**config.mk**
```make
export PLATFORM = sky130hd
export DESIGN_NAME = tsr_regs
export DESIGN_NICKNAME = d
export VERILOG_FILES = /design/src/tsr_pkg.sv /design/src/tsr_sync2.sv /design/src/tsr_regs.sv
export VERILOG_INCLUDE_DIRS = /design/src
export SDC_FILE = /design/constraint.sdc
export NUM_CORES = 1
export LEC_CHECK = 0
export BUFFER_PORTS_ARGS = -buffer_cell sky130_fd_sc_hd__buf_2
export CAP_MARGIN = 25
export CORE_AREA = 2 2 83 77
export DETAILED_ROUTE_END_ITERATION = 6
export DIE_AREA = 0 0 85 79
export PLACE_DENSITY = 0.68
export RECOVER_POWER = 50
export SYNTH_ARGS = -nofsm -noshare
export SYNTH_HDL_FRONTEND = slang
export SYNTH_SLANG_ARGS = --single-unit
```
**constraint.sdc**
```tcl
create_clock -name i_ref_clk -period 2.5 [get_ports i_ref_clk]
set_input_delay 0 -clock i_ref_clk [delete_from_list [all_inputs] [get_ports i_ref_clk]]
set_output_delay 0 -clock i_ref_clk [all_outputs]
set_load 0.01 [all_outputs]
```
**src/tsr_defines.svh**
```systemverilog
// Notes on behaviour
// - Writing 1 to reset bit resets the register bank, not the serial engine
// - Mask bit 3 hides accessory change event
// - Mask bit 2 hides current level change
// - Mask bit 1 hides detach event
// - Mask bit 0 hides attach event
// - Status 5:4 reports cable orientation code
// - Status bit 3 shows bus supply valid
// - Status 2:1 reports advertised current level
// - Status bit 0 shows port attached
// - Kind bit 4 marks sink partner
// - Kind bit 3 marks source partner
// - Kind bit 1 marks debug accessory
// - Kind bit 0 marks audio accessory
// - Flag bit 3 latches accessory change
// - Flag bit 2 latches current level change
// - Flag bit 1 latches detach
// - Flag bit 0 latches attach
// - Global mask hides every interrupt source
`ifndef TSR_DEFINES_SVH
`define TSR_DEFINES_SVH

// ----------------------------------------
// Register offsets
// ----------------------------------------
`define TSR_OFS_CONTROL 8'h03
`define TSR_OFS_SOFT_RESET 8'h05
`define TSR_OFS_EVENT_MASK 8'h10
`define TSR_OFS_PORT_STATUS 8'h11
`define TSR_OFS_PARTNER_KIND 8'h12
`define TSR_OFS_EVENT_FLAGS 8'h13

// ----------------------------------------
// Field positions
// ----------------------------------------
`define TSR_BIT_SOFTWARE_RESET 0
`define TSR_BIT_GLOBAL_MASK 0
`define TSR_BIT_ACC_CHANGE 3
`define TSR_BIT_LEVEL_CHANGE 2
`define TSR_BIT_DETACH 1
`define TSR_BIT_ATTACH 0

// ----------------------------------------
// Reset values, control write mask and slave address
// ----------------------------------------
`define TSR_RST_CONTROL 8'h03
`define TSR_RST_EVENT_MASK 4'h0
`define TSR_RST_EVENT_FLAGS 4'h0
`define TSR_CONTROL_WR_MASK 8'h37
`define TSR_SLAVE_ADDR 7'h3A

`endif

```
**src/tsr_pkg.sv**
```systemverilog
// ----------------------------------------
// Shared types
// ----------------------------------------
package tsr_pkg;
	// Serial slave engine states
	typedef enum logic [3:0] {
		ST_IDLE,
		ST_ADDR,
		ST_ADDR_ACK,
		ST_PTR,
		ST_PTR_ACK,
		ST_WDATA,
		ST_WDATA_ACK,
		ST_RDATA,
		ST_MACK
	} tsr_i2c_state_t;
endpackage : tsr_pkg

```
**src/tsr_sync2.sv**
```systemverilog
`timescale 1ns/1ps
// ----------------------------------------
// Two flop synchroniser for pin levels
// ----------------------------------------
module tsr_sync2 #(
	parameter int W = 1
) (
	input wire logic i_ref_clk,
	input wire logic i_reset,
	input wire logic [W-1:0] i_async,
	output logic [W-1:0] o_sync
);
	// First stage, read only by the second
	logic [W-1:0] meta_reg;

	// Both stages idle high like a released bus
	always_ff @(posedge i_ref_clk)
	begin
		if (i_reset)
		begin
			meta_reg <= '1;
			o_sync <= '1;
		end
		else
		begin
			meta_reg <= i_async;
			o_sync <= meta_reg;
		end
	end
endmodule : tsr_sync2

```
**src/tsr_regs.sv**
```systemverilog
`timescale 1ns/1ps
`include "tsr_defines.svh"
// ----------------------------------------
// Type-C status and event register bank
// behind a two wire serial slave port
// ----------------------------------------
module tsr_regs (
	input wire logic i_ref_clk,
	input wire logic i_reset,
	input wire logic i_scl,
	input wire logic i_sda,
	output logic o_sda_out,
	output logic o_sda_oe_n,
	output logic o_int_n,
	output logic o_system_reset,
	input wire logic i_attached,
	input wire logic i_accessory_present,
	input wire logic [1:0] i_cable_orientation,
	input wire logic i_bus_supply_valid,
	input wire logic [1:0] i_advertised_current_level,
	input wire logic i_partner_sink,
	input wire logic i_partner_source,
	input wire logic i_debug_accessory_found,
	input wire logic i_audio_accessory_found
);
	// ----------------------------------------
	// Pin synchronisation and bus conditions
	// ----------------------------------------
	logic scl_s; // Synchronised clock pin
	logic sda_s; // Synchronised data pin
	logic scl_d_reg; // Previous clock level
	logic sda_d_reg; // Previous data level
	logic scl_rise;
	logic scl_fall;
	logic start_cond;
	logic stop_cond;

	tsr_sync2 #(.W(2)) u_pin_sync (
		.i_ref_clk(i_ref_clk),
		.i_reset(i_reset),
		.i_async({i_scl, i_sda}),
		.o_sync({scl_s, sda_s})
	);

	// Delayed copies for edge detection
	always_ff @(posedge i_ref_clk)
	begin
		if (i_reset)
		begin
			scl_d_reg <= 1'b1;
			sda_d_reg <= 1'b1;
		end
		else
		begin
			scl_d_reg <= scl_s;
			sda_d_reg <= sda_s;
		end
	end

	assign scl_rise = scl_s & ~scl_d_reg;
	assign scl_fall = ~scl_s & scl_d_reg;
	// Data moving while clock is high marks frame edges
	assign start_cond = scl_s & scl_d_reg & sda_d_reg & ~sda_s;
	assign stop_cond = scl_s & scl_d_reg & ~sda_d_reg & sda_s;

	// ----------------------------------------
	// Register storage declarations
	// ----------------------------------------
	logic soft_reset_reg; // One cycle pulse after a reset write
	logic bank_reset; // Hard or software reset of the bank
	logic [7:0] control_reg; // Bit 0 is the global mask
	logic [3:0] event_mask_reg;
	logic [3:0] event_flags_reg;
	logic reg_wr; // Write strobe from the slave engine
	logic [7:0] reg_wdata;
	logic [7:0] reg_rdata; // Read mux output
	logic [7:0] port_status;
	logic [7:0] partner_kind;

	assign bank_reset = i_reset | soft_reset_reg;

	// ----------------------------------------
	// Serial slave engine
	// ----------------------------------------
	tsr_pkg::tsr_i2c_state_t state_reg;
	logic [2:0] bit_cnt_reg; // Bit position within a byte
	logic byte_done_reg; // Eighth bit sampled
	logic [7:0] shift_reg; // Byte being moved
	logic [7:0] ptr_reg; // Register pointer, auto increments
	logic drive_low_reg; // Pulls data low when set

	// Bit counter: counts on clock rise when receiving, on clock fall when sending
	always_ff @(posedge i_ref_clk)
	begin
		if (i_reset)
		begin
			bit_cnt_reg <= 3'h0;
			byte_done_reg <= 1'b0;
		end
		else if (start_cond || scl_fall && byte_done_reg)
		begin
			bit_cnt_reg <= 3'h0;
			byte_done_reg <= 1'b0;
		end
		else if (scl_rise && (state_reg == tsr_pkg::ST_ADDR || state_reg == tsr_pkg::ST_PTR
			|| state_reg == tsr_pkg::ST_WDATA))
		begin
			bit_cnt_reg <= bit_cnt_reg + 3'h1;
			byte_done_reg <= (bit_cnt_reg == 3'h7);
		end
		else if (scl_fall && state_reg == tsr_pkg::ST_RDATA)
		begin
			bit_cnt_reg <= bit_cnt_reg + 3'h1;
		end
	end

	// Master acknowledge captured on clock rise
	logic master_nack_reg;
	always_ff @(posedge i_ref_clk)
	begin
		if (i_reset)
		begin
			master_nack_reg <= 1'b1;
		end
		else if (scl_rise && state_reg == tsr_pkg::ST_MACK)
		begin
			master_nack_reg <= sda_s;
		end
	end

	// State, shift register, pointer and data drive
	always_ff @(posedge i_ref_clk)
	begin
		if (i_reset)
		begin
			state_reg <= tsr_pkg::ST_IDLE;
			shift_reg <= 8'h00;
			ptr_reg <= 8'h00;
			drive_low_reg <= 1'b0;
		end
		else if (start_cond)
		begin
			// Repeated start also lands here
			state_reg <= tsr_pkg::ST_ADDR;
			drive_low_reg <= 1'b0;
		end
		else if (stop_cond)
		begin
			state_reg <= tsr_pkg::ST_IDLE;
			drive_low_reg <= 1'b0;
		end
		else if (scl_rise && !byte_done_reg && (state_reg == tsr_pkg::ST_ADDR
			|| state_reg == tsr_pkg::ST_PTR || state_reg == tsr_pkg::ST_WDATA))
		begin
			shift_reg <= {shift_reg[6:0], sda_s};
		end
		else if (scl_fall)
		begin
			unique case (state_reg)
				tsr_pkg::ST_IDLE:
				begin
					drive_low_reg <= 1'b0;
				end
				tsr_pkg::ST_ADDR:
				begin
					// Only answer our own address
					if (byte_done_reg && shift_reg[7:1] == `TSR_SLAVE_ADDR)
					begin
						state_reg <= tsr_pkg::ST_ADDR_ACK;
						drive_low_reg <= 1'b1;
					end
					else if (byte_done_reg)
					begin
						state_reg <= tsr_pkg::ST_IDLE;
					end
				end
				tsr_pkg::ST_ADDR_ACK:
				begin
					if (shift_reg[0])
					begin
						// Read: present first bit now
						state_reg <= tsr_pkg::ST_RDATA;
						shift_reg <= reg_rdata;
						drive_low_reg <= ~reg_rdata[7];
						ptr_reg <= ptr_reg + 8'h01;
					end
					else
					begin
						state_reg <= tsr_pkg::ST_PTR;
						drive_low_reg <= 1'b0;
					end
				end
				tsr_pkg::ST_PTR:
				begin
					if (byte_done_reg)
					begin
						state_reg <= tsr_pkg::ST_PTR_ACK;
						ptr_reg <= shift_reg;
						drive_low_reg <= 1'b1;
					end
				end
				tsr_pkg::ST_PTR_ACK, tsr_pkg::ST_WDATA_ACK:
				begin
					state_reg <= tsr_pkg::ST_WDATA;
					drive_low_reg <= 1'b0;
				end
				tsr_pkg::ST_WDATA:
				begin
					if (byte_done_reg)
					begin
						// Write strobe fires on this edge
						state_reg <= tsr_pkg::ST_WDATA_ACK;
						ptr_reg <= ptr_reg + 8'h01;
						drive_low_reg <= 1'b1;
					end
				end
				tsr_pkg::ST_RDATA:
				begin
					if (bit_cnt_reg == 3'h7)
					begin
						state_reg <= tsr_pkg::ST_MACK;
						drive_low_reg <= 1'b0;
					end
					else
					begin
						shift_reg <= {shift_reg[6:0], 1'b0};
						drive_low_reg <= ~shift_reg[6];
					end
				end
				tsr_pkg::ST_MACK:
				begin
					// Master ack asks for the next byte
					if (!master_nack_reg)
					begin
						state_reg <= tsr_pkg::ST_RDATA;
						shift_reg <= reg_rdata;
						drive_low_reg <= ~reg_rdata[7];
						ptr_reg <= ptr_reg + 8'h01;
					end
					else
					begin
						state_reg <= tsr_pkg::ST_IDLE;
					end
				end
			endcase
		end
	end

	assign o_sda_out = 1'b0; // Open drain: only ever pulls low
	assign o_sda_oe_n = ~drive_low_reg;
	assign reg_wr = scl_fall && !start_cond && !stop_cond
		&& state_reg == tsr_pkg::ST_WDATA && byte_done_reg;
	assign reg_wdata = shift_reg;

	// ----------------------------------------
	// Software reset
	// ----------------------------------------
	// Pulse lasts one cycle; the bit is not in the read mux and reads as zero
	always_ff @(posedge i_ref_clk)
	begin
		if (i_reset)
		begin
			soft_reset_reg <= 1'b0;
		end
		else
		begin
			soft_reset_reg <= reg_wr && ptr_reg == `TSR_OFS_SOFT_RESET
				&& reg_wdata[`TSR_BIT_SOFTWARE_RESET];
		end
	end

	assign o_system_reset = soft_reset_reg;

	// ----------------------------------------
	// Writable configuration
	// ----------------------------------------
	always_ff @(posedge i_ref_clk)
	begin
		if (bank_reset)
		begin
			control_reg <= `TSR_RST_CONTROL;
			event_mask_reg <= `TSR_RST_EVENT_MASK;
		end
		else if (reg_wr && ptr_reg == `TSR_OFS_CONTROL)
		begin
			control_reg <= reg_wdata & `TSR_CONTROL_WR_MASK;
		end
		else if (reg_wr && ptr_reg == `TSR_OFS_EVENT_MASK)
		begin
			event_mask_reg <= reg_wdata[3:0];
		end
	end

	// ----------------------------------------
	// Event detection
	// ----------------------------------------
	logic attached_d_reg;
	logic [1:0] level_d_reg;
	logic acc_any_d_reg; // Audio or debug seen last cycle
	logic acc_present_d_reg;
	logic acc_any;
	logic [3:0] event_raw;
	logic [3:0] event_set;

	// Previous levels of the detector outputs
	always_ff @(posedge i_ref_clk)
	begin
		if (bank_reset)
		begin
			attached_d_reg <= 1'b0;
			level_d_reg <= 2'h0;
			acc_any_d_reg <= 1'b0;
			acc_present_d_reg <= 1'b0;
		end
		else
		begin
			attached_d_reg <= i_attached;
			level_d_reg <= i_advertised_current_level;
			acc_any_d_reg <= acc_any;
			acc_present_d_reg <= i_accessory_present;
		end
	end

	assign acc_any = i_audio_accessory_found | i_debug_accessory_found;
	always_comb
	begin
		event_raw = 4'h0;
		event_raw[`TSR_BIT_ACC_CHANGE] = acc_present_d_reg & acc_any & ~acc_any_d_reg;
		event_raw[`TSR_BIT_LEVEL_CHANGE] = (level_d_reg != i_advertised_current_level);
		event_raw[`TSR_BIT_DETACH] = attached_d_reg & ~i_attached;
		event_raw[`TSR_BIT_ATTACH] = ~attached_d_reg & i_attached;
	end

	// Masked events never latch, so unmasking shows no stale history
	assign event_set = event_raw & ~event_mask_reg;

	// ----------------------------------------
	// Event flags, write one to clear
	// ----------------------------------------
	always_ff @(posedge i_ref_clk)
	begin
		if (bank_reset)
		begin
			event_flags_reg <= `TSR_RST_EVENT_FLAGS;
		end
		else if (reg_wr && ptr_reg == `TSR_OFS_EVENT_FLAGS)
		begin
			// A new event in the clear cycle survives
			event_flags_reg <= (event_flags_reg & ~reg_wdata[3:0]) | event_set;
		end
		else
		begin
			event_flags_reg <= event_flags_reg | event_set;
		end
	end

	// Interrupt pin, active low, held off by global mask
	assign o_int_n = ~(|event_flags_reg) | control_reg[`TSR_BIT_GLOBAL_MASK];

	// ----------------------------------------
	// Read side
	// ----------------------------------------
	assign port_status = {2'b00, i_cable_orientation, i_bus_supply_valid,
		i_advertised_current_level, i_attached};
	assign partner_kind = {3'b000, i_partner_sink, i_partner_source, 1'b0,
		i_debug_accessory_found, i_audio_accessory_found};

	// Unmapped offsets and the reset register read zero
	always_comb
	begin
		unique case (ptr_reg)
			`TSR_OFS_CONTROL: reg_rdata = control_reg;
			`TSR_OFS_EVENT_MASK: reg_rdata = {4'h0, event_mask_reg};
			`TSR_OFS_PORT_STATUS: reg_rdata = port_status;
			`TSR_OFS_PARTNER_KIND: reg_rdata = partner_kind;
			`TSR_OFS_EVENT_FLAGS: reg_rdata = {4'h0, event_flags_reg};
			default: reg_rdata = 8'h00;
		endcase
	end
endmodule : tsr_regs

```
After elaboration in Yosys (flattened, before gate mapping)
Index checks and enable logic that the tools add are counted.
W data, S select, Z words.
- register bits after elaboration: 51
- input bits: 15
- output and inout port bits: 4
- word-level logic and storage cells: 167
- add/sub/neg operators: 2
- eq/ne operators: 33
- muxes and demuxes: 33
- bitwise logic cells: 35
- reductions and logical operators: 43
- operator list (kind ; count):
    $mux W8 ; 9
    $eq A8 B5 Y1 const B ; 4
    $pmux W8 S4 ; 1
    $pmux W6 S5 ; 1
    $pmux W4 S7 ; 1
    $mux W4 ; 6
    $pmux W8 S3 ; 1
    $reduce_and A7 Y1 ; 3
    $eq A4 B3 Y1 const B ; 4
    $logic_and A1 B1 Y1 ; 16
    $not A1 Y1 ; 14
    $mux W3 ; 4
    $ne A4 B4 Y1 const B ; 3
    $and A1 B1 Y1 ; 11
    $ne A2 B2 Y1 const B ; 5
    $mux W1 ; 9
    $ne A3 B2 Y1 const B ; 3
    $reduce_and A9 Y1 ; 1
    $reduce_bool A9 Y1 ; 1
    $add A8 B1 Y8 const B ; 1
    $and A4 B4 Y4 ; 2
    $eq A4 B2 Y1 const B ; 2
    $eq A8 B2 Y1 const B ; 1
    $eq A8 B3 Y1 const B ; 1
    other kinds (27) ; 42

Logic depth before layout (Yosys ltp)
- depth after elaboration: 11
- gate-level depth with buffers: 8
- depth with buffers taken out: 7

Modules after synthesis
Synthesis repeated with hierarchy kept, for this count alone.
- cells, all modules: 339
- area, all modules: 2839.0 um2
- modules (own cells, without submodules) (module ; times used ; cells an instance ; area an instance (um2)):
    tsr_regs ; 1 ; 331 ; 2733.9
    tsr_sync2 ; 1 ; 8 ; 105.1

Least setup slack after synthesis
Ideal clock, no wire load.
- kind: reg2reg
- start: register ptr_reg[3]
- end: register shift_reg[1] (netlist: reg_wdata[1])
- setup time: 0.069 ns
- arrival: 1.783 ns
- setup slack: 0.648 ns
- stages on the path, launching flop included: 6
- path through: dfxtp_1 > or4_4 > nor4b_2 > a221oi_1 > or4_1 > o21ai_1
- cells in the longest elaborated chain, start to end: 6
- elaborated cells on any way between the ends: 11
- ends and longest elaborated chain (item ; RTL line ; text):
    from (decl) ; tsr_regs.sv:89 ; logic [7:0] ptr_reg;
    from (signal assigned) ; tsr_regs.sv:185 ; ptr_reg <= ptr_reg + 8'h01;
    from (signal assigned) ; tsr_regs.sv:198 ; ptr_reg <= shift_reg;
    from (signal assigned) ; tsr_regs.sv:213 ; ptr_reg <= ptr_reg + 8'h01;
    $eq A8 B5 Y1 or $eq A8 B2 Y1 (tied branches) ; tsr_regs.sv:371 ; unique case (ptr_reg)
    $pmux W6 S5 (*) ; tsr_regs.sv:371 ;
    $mux W8, on equally long branches ; tsr_regs.sv:233, tsr_regs.sv:179 ;
    $pmux W8 S3 (*) ; tsr_regs.sv:159 ; unique case (state_reg)
    $mux W8 (*) ; tsr_regs.sv:157 ; else if (scl_fall)
    $mux W8 (*) ; tsr_regs.sv:152 ; else if (scl_rise && !byte_done_reg && (state_reg == tsr_pkg::ST_ADDR
    to (signal assigned) ; tsr_regs.sv:155 ; shift_reg <= {shift_reg[6:0], sda_s};
    to (signal assigned) ; tsr_regs.sv:226 ; shift_reg <= {shift_reg[6:0], 1'b0};
    to (signal assigned) ; tsr_regs.sv:236 ; shift_reg <= reg_rdata;
    to (decl) ; tsr_regs.sv:88 ; logic [7:0] shift_reg;
Mark *: on every way between the ends. The rest lies on a longest branch, timed or not. The select of a mux whose other input is x is not followed.
A chain may end at the register's enable or synchronous reset.

Worst setup path after layout
- start: register state_reg[1]
- end: register shift_reg[4] (netlist: reg_wdata[4])
- cells in the longest elaborated chain, start to end: 6
- elaborated cells on any way between the ends: 18
- ends and longest elaborated chain (item ; RTL line ; text):
    from (decl) ; tsr_regs.sv:85 ; tsr_pkg::tsr_i2c_state_t state_reg;
    from (signal assigned) ; tsr_regs.sv:136 ; state_reg <= tsr_pkg::ST_IDLE;
    from (signal assigned) ; tsr_regs.sv:144 ; state_reg <= tsr_pkg::ST_ADDR;
    from (signal assigned) ; tsr_regs.sv:149 ; state_reg <= tsr_pkg::ST_IDLE;
    $eq A4 B1 Y1 or $eq A4 B2 Y1 (tied branches) ; tsr_regs.sv:152, tsr_regs.sv:153 ;
    $logic_or A1 B1 Y1 (2 in series) ; tsr_regs.sv:153 ; || state_reg == tsr_pkg::ST_PTR || state_reg == tsr_pkg::ST_WDATA))
    $logic_and A1 B1 Y1 ; tsr_regs.sv:152 ;
    $ne A3 B2 Y1 (no line) (tied with other cells) ; - ;
    $reduce_and A7 Y1 (no line) ; - ;
    to (signal assigned) ; tsr_regs.sv:155 ;
    to (signal assigned) ; tsr_regs.sv:183 ; shift_reg <= reg_rdata;
    to (signal assigned) ; tsr_regs.sv:226 ;
Several ways; a longest one is shown, not always the timed one. The select of a mux whose other input is x is not followed.

==> flow_summary.json <==
{
  "synth_cells": 342,
  "final_cell_mix": "dfxtp_1, nand2_1, nor2_1",
  "worstHoldStart": "i_audio_accessory_found",
  "final_cells": 434,
  "portBuffers": 17,
  "r2r_cells": 6,
  "drv_slew": 0,
  "regToRegStartpoint": "state_reg[1]",
  "place_hpwl_um": 5110,
  "crit_end": "reg_wdata[4]",
  "wl_per_cell_um": 16.7,
  "fin_hold_ws_ns": 0.0132,
  "numClockSinks": 51,
  "numCtsBuffers": 5,
  "synth_edf_count": 0,
  "worst_slew_pin_slew_ns": 0.777,
  "rows": 27,
  "ys.flop_type": "dfxtp_1",
  "irDropWorstVdd_v": 0.000296,
  "insertion_delay_ns": 0.30,
  "min_path_type": "primary input to register",
  "dr.pass1.iters": 5,
  "setup_viol": 0,
  "drt_wl_total_um": 7230,
  "nets": 382,
  "diodes": 0,
  "final_antenna_net_count": 0,
  "overflow": 0,
  "timing.max_cap.violations": 0,
  "ys.warnings.count": 0,
  "crit_start": "state_reg[1]",
  "placedCellCount": 419,
  "cellPowerDensity_mw_per_mm2": 448,
  "drt_iter0_markers": 353,
  "grt_most_used_layer": "met1",
  "drc_errors": 0,
  "cp-start-kind": "register",
  "yosysSeqAreaShare_pct": 35.9,
  "grtUsageMet1_pct": 34.0,
  "cts_root_buf": "clkbuf_8",
  "clock_path_buffers": 2,
  "rsz0062_at_grt": "no",
  "critical_path_peak_fanout": 13,
  "ys_async_sr_fraction_pct": 0,
  "met3_usage_pct": 3.33,
  "crit_chain": "buf_4 > nor4b_1 > a221o_1 > nor3b_1 > a22oi_1 > a211oi_1",
  "gp_congestion": 0.953,
  "whs_path_depth": 3,
  "clkTransAtPathRegs_ns": 0.10,
  "antenna_found_initial": 0,
  "max_stage_delay_ns": 0.46,
  "r2r-end": "reg_wdata[4]",
  "final_area_mm2": 0.00314,
  "die_height_um": 79,
  "syn-cell-area_mm2": 0.00285,
  "syn_nets": 363,
  "core_area_mm2": 0.00591,
  "vias": 2673,
  "area.growth.synth_to_final_pct": 10.4,
  "grt_pass1_wl_um": 12100,
  "skew_ns": 0.00750,
  "die_x_um": 85,
  "ios": 19,
  "synth_area_per_cell_um2": 8.32,
  "grt_usage_pct": 22.1,
  "htreeDepth": 2,
  "cts_tree": "built",
  "ys_seq_elements": 51,
  "final.setup.tns_ns": 0,
  "fin_crit_ns": 2.35,
  "placed_area_mm2": 0.00300,
  "synth.distinct_cells": 59,
  "finalHoldViolations": 0,
  "status": "finished, final reports clean",
  "final_common_cell": "dfxtp_1",
  "grt_pass1_vias": 2395,
  "cts_setup_buffers": 0,
  "fill_cells": 552,
  "p_leak_nw": 1.20,
  "grt_max_degree": 22,
  "finalCritPeriodShare_pct": 94.0,
  "crit_required_ns": 2.70,
  "final_layout_size_suffix_gt1_share_pct": 13.0,
  "dieArea_mm2": 0.00672,
  "postLayoutCoreUtil_pct": 53.1,
  "start_util_pct": 48.1,
  "critPathKind": "register to register",
  "met2_usage_pct": 31.6,
  "critPathArrivalTime_ns": 2.55,
  "vias_per_cell": 6.16,
  "fmax_mhz": 425,
  "slowest_stage": "nor3b_1",
  "rrSetupSlack_ns": 0.15,
  "slew_headroom_pct": 47.8,
  "critPathCaptureType": "register"
}
-- power by group --
| group | internal [W] | switching, W |
|---|---|---|
| sequential | 0.000827 | 0.0000130 |
| clock | 0.000196 | 0.000280 |
| combinational | 0.0000427 | 0.0000482 |
| total | 0.00107 | 0.000341 |
-- critical path: cells and delay by family, from the launching register on --
family / cells / cell delay [ns]
flops: 1 / 0.44
buf+inv: 1 / 0.24
simple gates: 2 / 0.88
compound gates: 3 / 0.68
-- cells by family after synthesis --
| group | Yosys count | share of synthesized area (%) |
|---|---|---|
| other | 1 | 0.132 |
| flip-flops | 51 | 35.9 |
| buffers and inverters | 31 | 4.53 |
| multiplexers | 14 | 4.92 |
| AND/OR/NAND/NOR | 128 | 25.0 |
| adder cells (fa/ha/maj) | 6 | 2.64 |
| AO/OA/AOI/OAI | 105 | 25.1 |
| XOR/XNOR | 6 | 1.85 |
-- metrics by stage --
stage               total power [W]  setup slack (ns)
detailed placement         0.000942             0.228
global placement           0.000940             0.299
CTS                         0.00142             0.184
global route                0.00147            0.0450
floorplan                  0.000911             0.648
finish                      0.00141             0.149
-- synth_stat cells, drive strengths merged, types with 3 or more instances --
master / instances / area, um^2
clkbuf: 13 / 48.8
nand3: 11 / 55.1
inv: 9 / 33.8
a31oi: 5 / 31.3
and2: 6 / 37.5
nor2b: 4 / 25.0
nand2: 32 / 120
or2: 9 / 56.3
nor4b: 3 / 53.8
buf: 8 / 42.5
xnor2: 6 / 52.6
a21boi: 3 / 22.5
o21a: 4 / 30.0
and3: 7 / 43.8
nor2: 23 / 86.3
o32ai: 3 / 26.3
dfxtp: 51 / 1020
o21ai: 23 / 115
nand2b: 6 / 37.5
a21oi: 23 / 119
nor3: 8 / 40.0
ha: 6 / 75.1
a211oi: 8 / 60.1
nor3b: 5 / 37.5
mux2i: 14 / 140
nor4bb: 3 / 30.0
nand3b: 3 / 22.5
a22oi: 11 / 82.6
-- cell type report --
cell class / instances / area (um^2) / area share, %
inverters: 10 / 37.5 / 1.19
clock inverters: 2 / 12.5 / 0.398
multi-input cells: 260 / 1690 / 53.7
flip-flops and latches: 51 / 1020 / 32.5
well taps: 72 / 90.1 / 2.87
repair buffers: 33 / 219 / 6.97
clock buffers: 6 / 72.6 / 2.31
-- metal layers --
layer	vias to the layer above	part of all wire [%]
met5	-	0
met4	0	1.6
met3	14	7.6
met2	129	43
met1	1239	48
li1	1291	-
-- how the worst min path moves through the flow --
stage / to / slack, ns
2_1_floorplan: u_pin_sync.meta_reg[0] / 0.10
3_3_place_gp: u_pin_sync.meta_reg[0] / 0.18
3_5_place_dp: u_pin_sync.meta_reg[1] / 0.18
4_1_cts: acc_any_d_reg / 0.01
5_1_grt: acc_any_d_reg / 0.03
6_report: acc_any_d_reg / 0.01
-- repair_timing --
item                                    CTS  global route
gates resized for setup                   0             1
endpoints found under the hold margin     8             0
hold buffers                              7             0
endpoints found under the setup margin    0             9
(Power assumes the default switching activity.)
